[src/psec_pkg.sv]
// Constants and types of the path error second classifier
// Functional notes
// - Near SES caused by near defect freezes all far-end counters that second
// - Near SES from errored-block threshold alone keeps far-end counting going
// - Lower-order paths use lower RDI, higher-order paths higher RDI
// - Aggregate mode counts each parity violation as one errored block
// - Second is errored on any anomaly block or listed defect
// - Second is severe when blocks reach threshold or any listed defect occurs
// - Threshold 600 for small containers, 2400 for large containers
// - Errored blocks outside a severe second count as background errors
// - Remote error indications are far-end anomalies for ES, SES, BBE
// - Remote defect indications make the second a far-end severe second
// - At 51 Mbit/s each OAM cell covers one block of 15 cells
// - At 155/622 Mbit/s each OAM cell covers 8 blocks of 27/54 cells
// - Any failing parity bit errors the block; one check one block
// - Cell anomalies: payload parity, header, OAM header, OAM loss or error
// - OAM cell lost after 14, 215 or 431 cells without a valid one
// - A block with several anomalies counts as one errored block
// - OAM loss or error marks all covered blocks errored
// - Cell defects: two OAM losses, path AIS, delineation loss, signal loss
// - Listed near-end path defects make a near-end severe second
// - Each path parity check covers one block, errored on any bit fail
// - Counts clear at the start of each measurement period
package psec_pkg;
   // ===========================================================
   // Thresholds and block geometry
   localparam logic [15:0] SES_THR_LOW   = 16'd600;
   localparam logic [15:0] SES_THR_HIGH  = 16'd2400;
   localparam logic [15:0] SES_THR_C51   = 16'd2445;
   localparam logic [15:0] SES_THR_C155  = 16'd4075;
   localparam logic [15:0] SES_THR_C622  = 16'd8151;
   localparam logic [5:0]  CPB_51        = 6'd15;
   localparam logic [5:0]  CPB_155       = 6'd27;
   localparam logic [5:0]  CPB_622       = 6'd54;
   localparam logic [3:0]  NBLK_ONE      = 4'd1;
   localparam logic [3:0]  NBLK_MULTI    = 4'd8;
   localparam logic [8:0]  OAM_X_51      = 9'd14;
   localparam logic [8:0]  OAM_X_155     = 9'd215;
   localparam logic [8:0]  OAM_X_622     = 9'd431;
   localparam logic [7:0]  BIP2_MASK     = 8'h03;
   localparam logic [7:0]  BIP8_MASK     = 8'hff;
   localparam logic [15:0] EB_MAX        = 16'hffff;
   localparam logic [31:0] CNT_RST       = 32'h0;
   // ===========================================================
   // Near-end defect vector positions
   localparam int ND_UNEQ = 0;
   localparam int ND_TIM  = 1;
   localparam int ND_LOP  = 2;
   localparam int ND_AIS  = 3;
   localparam int ND_LOM  = 4;
   localparam int ND_PLM  = 5;
   localparam logic [5:0] ND_LO_MASK = 6'h0f;
   localparam logic [5:0] ND_HI_MASK = 6'h3f;
   // ===========================================================
   // Configuration types
   typedef enum logic [2:0] {
      VC11 = 3'h0, VC12 = 3'h1, VC2 = 3'h2, VC25C = 3'h3,
      VC3 = 3'h4, VC4 = 3'h5, VC44C = 3'h6
   } psec_vc_type;
   typedef enum logic [1:0] {
      R51 = 2'h0, R155 = 2'h1, R622 = 2'h2
   } psec_rate_type;
endpackage : psec_pkg

[src/psec_class_if.sv]
// Interface between the path monitor and one second classifier
`timescale 1ns/1ps
`default_nettype none
interface psec_class_if;
   logic        tick;
   logic        clear;
   logic        hold;
   logic        defect;
   logic [15:0] thr;
   logic [3:0]  eb_inc;
   logic        def_now;
   logic        es_p;
   logic        ses_p;
   logic [31:0] c_es;
   logic [31:0] c_ses;
   logic [31:0] c_bbe;
   modport cls (input tick, clear, hold, defect, thr, eb_inc,
                output def_now, es_p, ses_p, c_es, c_ses, c_bbe);
   modport ctl (output tick, clear, hold, defect, thr, eb_inc,
                input def_now, es_p, ses_p, c_es, c_ses, c_bbe);
endinterface : psec_class_if
`default_nettype wire

[src/psec_class.sv]
// Per-second ES, SES and BBE classifier for one end of the path
`timescale 1ns/1ps
`default_nettype none
module psec_class
   import psec_pkg::*;
(
   input wire logic   mclk,
   input wire logic   rst_n,
   psec_class_if.cls  ci
);
   typedef struct packed {
      logic [15:0] eb;
      logic        def_seen;
      logic        es_p;
      logic        ses_p;
      logic [31:0] c_es;
      logic [31:0] c_ses;
      logic [31:0] c_bbe;
   } psec_cls_st_type;

   psec_cls_st_type st_reg;
   psec_cls_st_type st_next;
   logic [16:0]     eb_wide;
   logic [15:0]     eb_sum;
   logic            es_cond;
   logic            ses_cond;
   logic            count_en;

   // ===========================================================
   // Second accumulation and classification
   assign eb_wide  = {1'b0, st_reg.eb} + {13'h0, ci.eb_inc};
   assign eb_sum   = eb_wide[16] ? EB_MAX : eb_wide[15:0];
   assign ci.def_now = st_reg.def_seen | ci.defect;
   assign es_cond  = (eb_sum != 16'h0) | ci.def_now;
   assign ses_cond = (eb_sum >= ci.thr) | ci.def_now;
   assign count_en = ci.tick & ~ci.hold & ~ci.clear;

   always_comb begin
      st_next = st_reg;
      st_next.es_p  = 1'b0;
      st_next.ses_p = 1'b0;
      if (ci.tick) begin
         st_next.eb       = 16'h0;
         st_next.def_seen = 1'b0;
         if (count_en) begin
            st_next.es_p  = es_cond;
            st_next.ses_p = ses_cond;
            st_next.c_es  = st_reg.c_es + {31'h0, es_cond};
            st_next.c_ses = st_reg.c_ses + {31'h0, ses_cond};
            if (!ses_cond) begin
               st_next.c_bbe = st_reg.c_bbe + {16'h0, eb_sum};
            end
         end
      end else begin
         st_next.eb       = eb_sum;
         st_next.def_seen = ci.def_now;
      end
      if (ci.clear) begin
         st_next.c_es  = CNT_RST;
         st_next.c_ses = CNT_RST;
         st_next.c_bbe = CNT_RST;
      end
   end

   always_ff @(posedge mclk) begin
      if (!rst_n) begin
         st_reg <= '0;
      end else begin
         st_reg <= st_next;
      end
   end

   assign ci.es_p  = st_reg.es_p;
   assign ci.ses_p = st_reg.ses_p;
   assign ci.c_es  = st_reg.c_es;
   assign ci.c_ses = st_reg.c_ses;
   assign ci.c_bbe = st_reg.c_bbe;

   // ===========================================================
   // Checks
   es_flag_a: assert property (@(posedge mclk) disable iff (!rst_n)
      count_en && es_cond |=> ci.es_p && ci.c_es == $past(ci.c_es) + 32'd1)
      else $error("errored second not flagged");
   ses_count_a: assert property (@(posedge mclk) disable iff (!rst_n)
      count_en && ci.def_now |=> ci.ses_p
         && ci.c_ses == $past(ci.c_ses) + 32'd1)
      else $error("defect second not severe");
   bbe_sum_a: assert property (@(posedge mclk) disable iff (!rst_n)
      count_en && !ses_cond |=>
         ci.c_bbe == $past(ci.c_bbe) + {16'h0, $past(eb_sum)})
      else $error("background errors miscounted");
   hold_freeze_a: assert property (@(posedge mclk) disable iff (!rst_n)
      ci.tick && ci.hold && !ci.clear |=> $stable(ci.c_es)
         && $stable(ci.c_ses) && $stable(ci.c_bbe) && !ci.es_p)
      else $error("held counters changed");
   period_clear_a: assert property (@(posedge mclk) disable iff (!rst_n)
      ci.clear |=> ci.c_es == 32'h0 && ci.c_ses == 32'h0
         && ci.c_bbe == 32'h0)
      else $error("counts not cleared");
endmodule : psec_class
`default_nettype wire

[src/psec_monitor.sv]
// Path error second monitor: anomaly and defect front end, two classifiers
`timescale 1ns/1ps
`default_nettype none
module psec_monitor
   import psec_pkg::*;
(
   input  wire logic          mclk,
   input  wire logic          rst_n,
   input  wire logic          sec_tick,
   input  wire logic          period_start,
   input  wire logic          cfg_cell,
   input  wire psec_vc_type   cfg_vc,
   input  wire psec_rate_type cfg_rate,
   input  wire logic          cfg_aggregate,
   input  wire logic          sdh_blk_valid,
   input  wire logic [7:0]    sdh_bip_syn,
   input  wire logic [5:0]    ne_path_def,
   input  wire logic          lp_rdi,
   input  wire logic          hp_rdi,
   input  wire logic          cell_valid,
   input  wire logic          cell_hdr_anom,
   input  wire logic          oam_valid,
   input  wire logic [63:0]   oam_bip_syn,
   input  wire logic          oam_hdr_corr,
   input  wire logic          oam_cec_err,
   input  wire logic          tp_ais,
   input  wire logic          cell_lcd,
   input  wire logic          sig_los,
   input  wire logic          tp_rdi,
   input  wire logic          rei_valid,
   input  wire logic [3:0]    rei_blocks,
   output logic [31:0]        ne_es_count,
   output logic [31:0]        ne_ses_count,
   output logic [31:0]        ne_bbe_count,
   output logic [31:0]        fe_es_count,
   output logic [31:0]        fe_ses_count,
   output logic [31:0]        fe_bbe_count,
   output logic               ne_es_sec,
   output logic               ne_ses_sec,
   output logic               fe_es_sec,
   output logic               fe_ses_sec,
   output logic               oam_loss2
);
   typedef struct packed {
      logic [8:0] cnt;
      logic [5:0] blk_cell;
      logic [2:0] blk_idx;
      logic [7:0] hdr_mask;
      logic       lost_once;
      logic       loss2;
   } psec_mon_st_type;

   psec_mon_st_type st_reg;
   psec_mon_st_type st_next;
   psec_class_if    ne_if ();
   psec_class_if    fe_if ();

   logic        lower;
   logic [5:0]  cpb;
   logic [3:0]  nblk;
   logic [8:0]  oam_x;
   logic [15:0] thr;
   logic [7:0]  valid_mask;
   logic [7:0]  bip_fail;
   logic [7:0]  last_blk;
   logic [7:0]  oam_mask;
   logic [7:0]  sdh_syn;
   logic        loss_evt;
   logic [3:0]  cell_inc;
   logic [3:0]  sdh_inc;
   logic        ne_defect;

   function automatic logic [3:0] psec_ones(input logic [7:0] v);
      logic [3:0] n;
      n = 4'h0;
      for (int i = 0; i < 8; i++) begin
         n = n + {3'h0, v[i]};
      end
      return n;
   endfunction : psec_ones

   // ===========================================================
   // Static path configuration
   assign lower = (cfg_vc == VC11) || (cfg_vc == VC12)
                  || (cfg_vc == VC2) || (cfg_vc == VC25C);

   always_comb begin
      unique case (cfg_rate)
         R155: begin
            cpb   = CPB_155;
            nblk  = NBLK_MULTI;
            oam_x = OAM_X_155;
            thr   = SES_THR_C155;
         end
         R622: begin
            cpb   = CPB_622;
            nblk  = NBLK_MULTI;
            oam_x = OAM_X_622;
            thr   = SES_THR_C622;
         end
         default: begin
            cpb   = CPB_51;
            nblk  = NBLK_ONE;
            oam_x = OAM_X_51;
            thr   = SES_THR_C51;
         end
      endcase
      if (!cfg_cell) begin
         thr = lower ? SES_THR_LOW : SES_THR_HIGH;
      end
   end

   // ===========================================================
   // SDH errored blocks from path parity
   assign sdh_syn = sdh_bip_syn & (lower ? BIP2_MASK : BIP8_MASK);
   assign sdh_inc = !sdh_blk_valid ? 4'h0 :
                    cfg_aggregate ? psec_ones(sdh_syn) :
                    {3'h0, |sdh_syn};

   // ===========================================================
   // Cell blocks, OAM monitoring and loss window
   assign valid_mask = (nblk == NBLK_ONE) ? 8'h01 : 8'hff;
   assign last_blk   = (nblk == NBLK_ONE) ? 8'h01 : 8'h80;
   assign loss_evt   = cfg_cell && cell_valid && !oam_valid
                       && (st_reg.cnt == oam_x);

   always_comb begin
      for (int b = 0; b < 8; b++) begin
         bip_fail[b] = |oam_bip_syn[8*b +: 8];
      end
      oam_mask = st_reg.hdr_mask | bip_fail;
      if (oam_hdr_corr) begin
         oam_mask = oam_mask | last_blk;
      end
      if (oam_cec_err) begin
         oam_mask = 8'hff;
      end
      oam_mask = oam_mask & valid_mask;
   end

   always_comb begin
      st_next  = st_reg;
      cell_inc = 4'h0;
      if (!cfg_cell) begin
         st_next = '0;
      end else if (oam_valid) begin
         cell_inc = psec_ones(oam_mask);
         st_next  = '0;
      end else if (loss_evt) begin
         cell_inc          = nblk;
         st_next.cnt       = 9'h0;
         st_next.blk_cell  = 6'h0;
         st_next.blk_idx   = 3'h0;
         st_next.hdr_mask  = 8'h0;
         st_next.lost_once = 1'b1;
         st_next.loss2     = st_reg.loss2 | st_reg.lost_once;
      end else if (cell_valid) begin
         st_next.cnt = st_reg.cnt + 9'h1;
         if (cell_hdr_anom) begin
            st_next.hdr_mask[st_reg.blk_idx] = 1'b1;
         end
         if (st_reg.blk_cell == cpb - 6'h1) begin
            st_next.blk_cell = 6'h0;
            if ({1'b0, st_reg.blk_idx} != nblk - 4'h1) begin
               st_next.blk_idx = st_reg.blk_idx + 3'h1;
            end
         end else begin
            st_next.blk_cell = st_reg.blk_cell + 6'h1;
         end
      end
   end

   always_ff @(posedge mclk) begin
      if (!rst_n) begin
         st_reg <= '0;
      end else begin
         st_reg <= st_next;
      end
   end

   // ===========================================================
   // Near-end and far-end defects and anomalies
   assign ne_defect = cfg_cell
      ? (st_reg.loss2 | tp_ais | cell_lcd | sig_los)
      : |(ne_path_def & (lower ? ND_LO_MASK : ND_HI_MASK));

   assign ne_if.tick   = sec_tick;
   assign ne_if.clear  = period_start;
   assign ne_if.hold   = 1'b0;
   assign ne_if.defect = ne_defect;
   assign ne_if.thr    = thr;
   assign ne_if.eb_inc = cfg_cell ? cell_inc : sdh_inc;

   assign fe_if.tick   = sec_tick;
   assign fe_if.clear  = period_start;
   assign fe_if.hold   = ne_if.def_now;
   assign fe_if.defect = cfg_cell ? tp_rdi :
                         (lower ? lp_rdi : hp_rdi);
   assign fe_if.thr    = thr;
   assign fe_if.eb_inc = rei_valid ? rei_blocks : 4'h0;

   psec_class u_ne (
      .mclk  (mclk),
      .rst_n (rst_n),
      .ci    (ne_if)
   );

   psec_class u_fe (
      .mclk  (mclk),
      .rst_n (rst_n),
      .ci    (fe_if)
   );

   assign ne_es_count  = ne_if.c_es;
   assign ne_ses_count = ne_if.c_ses;
   assign ne_bbe_count = ne_if.c_bbe;
   assign fe_es_count  = fe_if.c_es;
   assign fe_ses_count = fe_if.c_ses;
   assign fe_bbe_count = fe_if.c_bbe;
   assign ne_es_sec    = ne_if.es_p;
   assign ne_ses_sec   = ne_if.ses_p;
   assign fe_es_sec    = fe_if.es_p;
   assign fe_ses_sec   = fe_if.ses_p;
   assign oam_loss2    = st_reg.loss2;

   // ===========================================================
   // Checks
   sdh_thr_a: assert property (@(posedge mclk) disable iff (!rst_n)
      !cfg_cell |-> thr == (lower ? 16'd600 : 16'd2400))
      else $error("wrong severe threshold");
   rdi_select_a: assert property (@(posedge mclk) disable iff (!rst_n)
      !cfg_cell && !sec_tick && (lower ? lp_rdi : hp_rdi)
         |=> fe_if.def_now)
      else $error("path RDI not a far defect");
   bip_block_a: assert property (@(posedge mclk) disable iff (!rst_n)
      !cfg_cell && !cfg_aggregate && sdh_blk_valid && sdh_syn != 8'h0
         |-> ne_if.eb_inc == 4'h1)
      else $error("parity check gave more than one block");
   oam_loss_a: assert property (@(posedge mclk) disable iff (!rst_n)
      loss_evt |-> ne_if.eb_inc == nblk ##1 st_reg.cnt == 9'h0)
      else $error("lost OAM cell did not error its blocks");
   loss_window_a: assert property (@(posedge mclk) disable iff (!rst_n)
      cfg_cell && cell_valid && !oam_valid && st_reg.cnt < oam_x
         |=> st_reg.cnt == $past(st_reg.cnt) + 9'h1)
      else $error("OAM loss declared early");
   loss_pair_a: assert property (@(posedge mclk) disable iff (!rst_n)
      loss_evt && st_reg.lost_once |=> oam_loss2 ##1 ne_if.def_now)
      else $error("second loss not a defect");
   far_continue_a: assert property (@(posedge mclk) disable iff (!rst_n)
      sec_tick && !period_start && !ne_if.def_now && rei_valid
         && rei_blocks != 4'h0 |=> fe_es_sec)
      else $error("far end not counted");
endmodule : psec_monitor
`default_nettype wire

[config.mk]
export PLATFORM = sky130hd
export DESIGN_NAME = psec_monitor
export DESIGN_NICKNAME = d
export VERILOG_FILES = /design/src/psec_pkg.sv /design/src/psec_class_if.sv /design/src/psec_class.sv /design/src/psec_monitor.sv
export SDC_FILE = /design/constraint.sdc
export NUM_CORES = 1
export LEC_CHECK = 0
export BUFFER_PORTS_ARGS = -buffer_cell sky130_fd_sc_hd__buf_2
export CAP_MARGIN = 25
export CELL_PAD_IN_SITES_DETAIL_PLACEMENT = 1
export CELL_PAD_IN_SITES_GLOBAL_PLACEMENT = 1
export CORE_ASPECT_RATIO = 1.4
export CORE_MARGIN = 2
export CORE_UTILIZATION = 45
export CTS_CLUSTER_SIZE = 16
export DETAILED_ROUTE_END_ITERATION = 12
export PLACE_DENSITY_LB_ADDON = 0.1
export SLEW_MARGIN = 0
export SYNTH_ARGS = -nofsm -noshare
export SYNTH_HDL_FRONTEND = slang
export SYNTH_HIERARCHICAL = 1
export SYNTH_SLANG_ARGS = --single-unit
[constraint.sdc]
create_clock -name mclk -period 18.1 [get_ports mclk]
set_clock_uncertainty 0.05 [all_clocks]
set_input_delay 4.525 -clock mclk [delete_from_list [all_inputs] [get_ports mclk]]
set_output_delay 4.525 -clock mclk [all_outputs]
set_load 0.1 [all_outputs]
==> out/metrics.yaml <==
die_area_sq_um: 38200
comb_power_share_pct: 9.9
drcViolationCount: 0
period_share_pct: 70.8
start_kind: "primary input"
start_util_pct: 45.3
end_kind: "flip-flop"
diodes: 0
avgSynthCellArea_sq_um: 8.10
postCtsHoldBufs: 0
hpwl_um: 35200
nets: 2327
htree_levels: 1
drt-initial-drc-count: 500
drt-total-wl_um: 45900
min_from: "u_ne/ci.c_bbe[4]"
p_sw_mw: 0.330
root_buffer: "clkbuf_16"
p_leak_nw: 7.44
detail_route.wl_per_cell_um: 17.6
numCtsBuffers: 29
critical_path.max_stage_delay_ns: 0.65
final_cell_mix: "300 x buf_2, 258 x dfxtp_1, 219 x nor2_1, 169 x nand2_1, 153 x a21oi_1"
synth_cells: 2036
syn-cell-area_sq_um: 16500
grt.total_usage_pct: 23.4
overflow: 0
dr.pass1.iters: 5
portBuffers: 300
maxCapViolations: 0
p_per_area_nw_per_um2: 72.8
vdd_drop_max_mv: 0.0647
switching_share_pct: 25.4
grt_first_pass_wirelength_um: 75600
vias: 14461
power_frac_seq_pct: 43.9
min_path_type: "reg2reg"
hold_viol: 0
critPathMaxFanout: 17
ios: 303
r2r_setup_slack_ns: 9.57
worstMarginPinSlew_ns: 0.831
antenna_found_initial: 0
critPathSlowestCell: "ha_1"
clk_path_buf_depth: 3
worstPathArrival_ns: 13.22
rsz0062_at_grt: "no"
yosysWarningCount: 6
r2r_end: "u_ne/ci.c_ses[22]"
syn_to_final_growth_pct: 8.47
rr_startpoint: "st_reg[3]"
p_int_mw: 0.972
post_cts.repair.setup_buffers: 0
grt_max_degree: 55
status: "finished clean"
grt_pass1_vias: 15093
ant_nets: 0
reg2regPathDepth: 29
die_h_um: 231
min_period_ns: 12.81
cp_top_family: "adder cells"
num_rows: 83
cts.sinks: 258
clkTransAtPathRegs_ns: 0.06
fp.coreArea_sq_um: 36500
cts_tree: "done"
finalSetupViolations: 0
clkPwrFrac_pct: 46.2
critPathBufInv: 4
avgViaCountPerCell: 5.55
gp_congestion: 0.886
slew_headroom_pct: 44.1
holdPathEnd: "u_ne/ci.c_bbe[4]"
drive_gt1_share_pct: 17.9
cts-resized-gates: 0
tns_ns: 0
criticalPathCategory: "in2reg"
die_x_um: 166
final_common_cell: "buf_2"
required_ns: 18.51
min_path_cells: 2
drv_slew: 0
clkLatencyLatePin_ns: 0.58
fmax_ghz: 0.0781
postLayoutCoreUtil_pct: 49.1
[metal layers]
layer	share of wire (%)	global-route usage (%)	vias up
met3	3.4	3.24	86
met2	53	45.6	238
met4	3.3	8.42	0
met1	40	25.7	7021
li1	-	-	7116
met5	0	0	-
[area by class of cell]
class	count	area, sq um
fill	4517	18600
multi-input combinational	1443	9330
sequential	258	5160
timing repair buffer	304	1540
clock buffer	45	846
tap	467	584
inverter	81	304
clock inverter	9	118
[per-stage QoR]
| stage | power [mW] | hold WS, ns | std cells | area, sq um | setup slack (ns) |
|---|---|---|---|---|---|
| final | 1.30 | 0.424 | 2607 | 17900 | 5.29 |
| after global routing | 1.36 | 0.438 | 2607 | 17900 | 4.55 |
| after CTS | 1.32 | 0.427 | 2607 | 17900 | 5.22 |
| after detailed placement | 0.714 | 0.419 | 2553 | 16900 | 4.64 |
| after global placement | 0.708 | 0.409 | 2552 | 16900 | 4.72 |
| after floorplan | 0.670 | 0.387 | 2045 | 16500 | 6.00 |
[worst max-delay path by stage]
stage	from	to	slack (ns)	depth (start not counted)
global route	cfg_rate[0]	u_ne/ci.c_ses[22]	4.55	32
detailed placement	cfg_rate[0]	u_ne/ci.c_ses[22]	4.64	32
finish	cfg_rate[0]	u_ne/ci.c_ses[22]	5.29	32
floorplan	cfg_rate[0]	u_ne/ci.c_ses[20]	6.00	34
CTS	cfg_rate[0]	u_ne/ci.c_ses[22]	5.22	32
global placement	cfg_rate[0]	u_ne/ci.c_ses[22]	4.72	32
[tightest hold or removal path, delay by kind of cell (launching register included)]
kind             cells  cell delay (ns)
AND/OR/NAND/NOR      1             0.06
flip-flops           1             0.32
AO/OA/AOI/OAI        1             0.05
[power groups by stage]
| stage | clock (mW) | combinational [mW] | sequential [mW] |
|---|---|---|---|
| after floorplan | 0 | 0.0853 | 0.585 |
| after global placement | 0 | 0.124 | 0.584 |
| after detailed placement | 0 | 0.130 | 0.584 |
| after CTS | 0.622 | 0.131 | 0.571 |
| after global routing | 0.644 | 0.145 | 0.571 |
| final | 0.601 | 0.129 | 0.571 |
No activity file was read; power rests on OpenSTA's default activity.
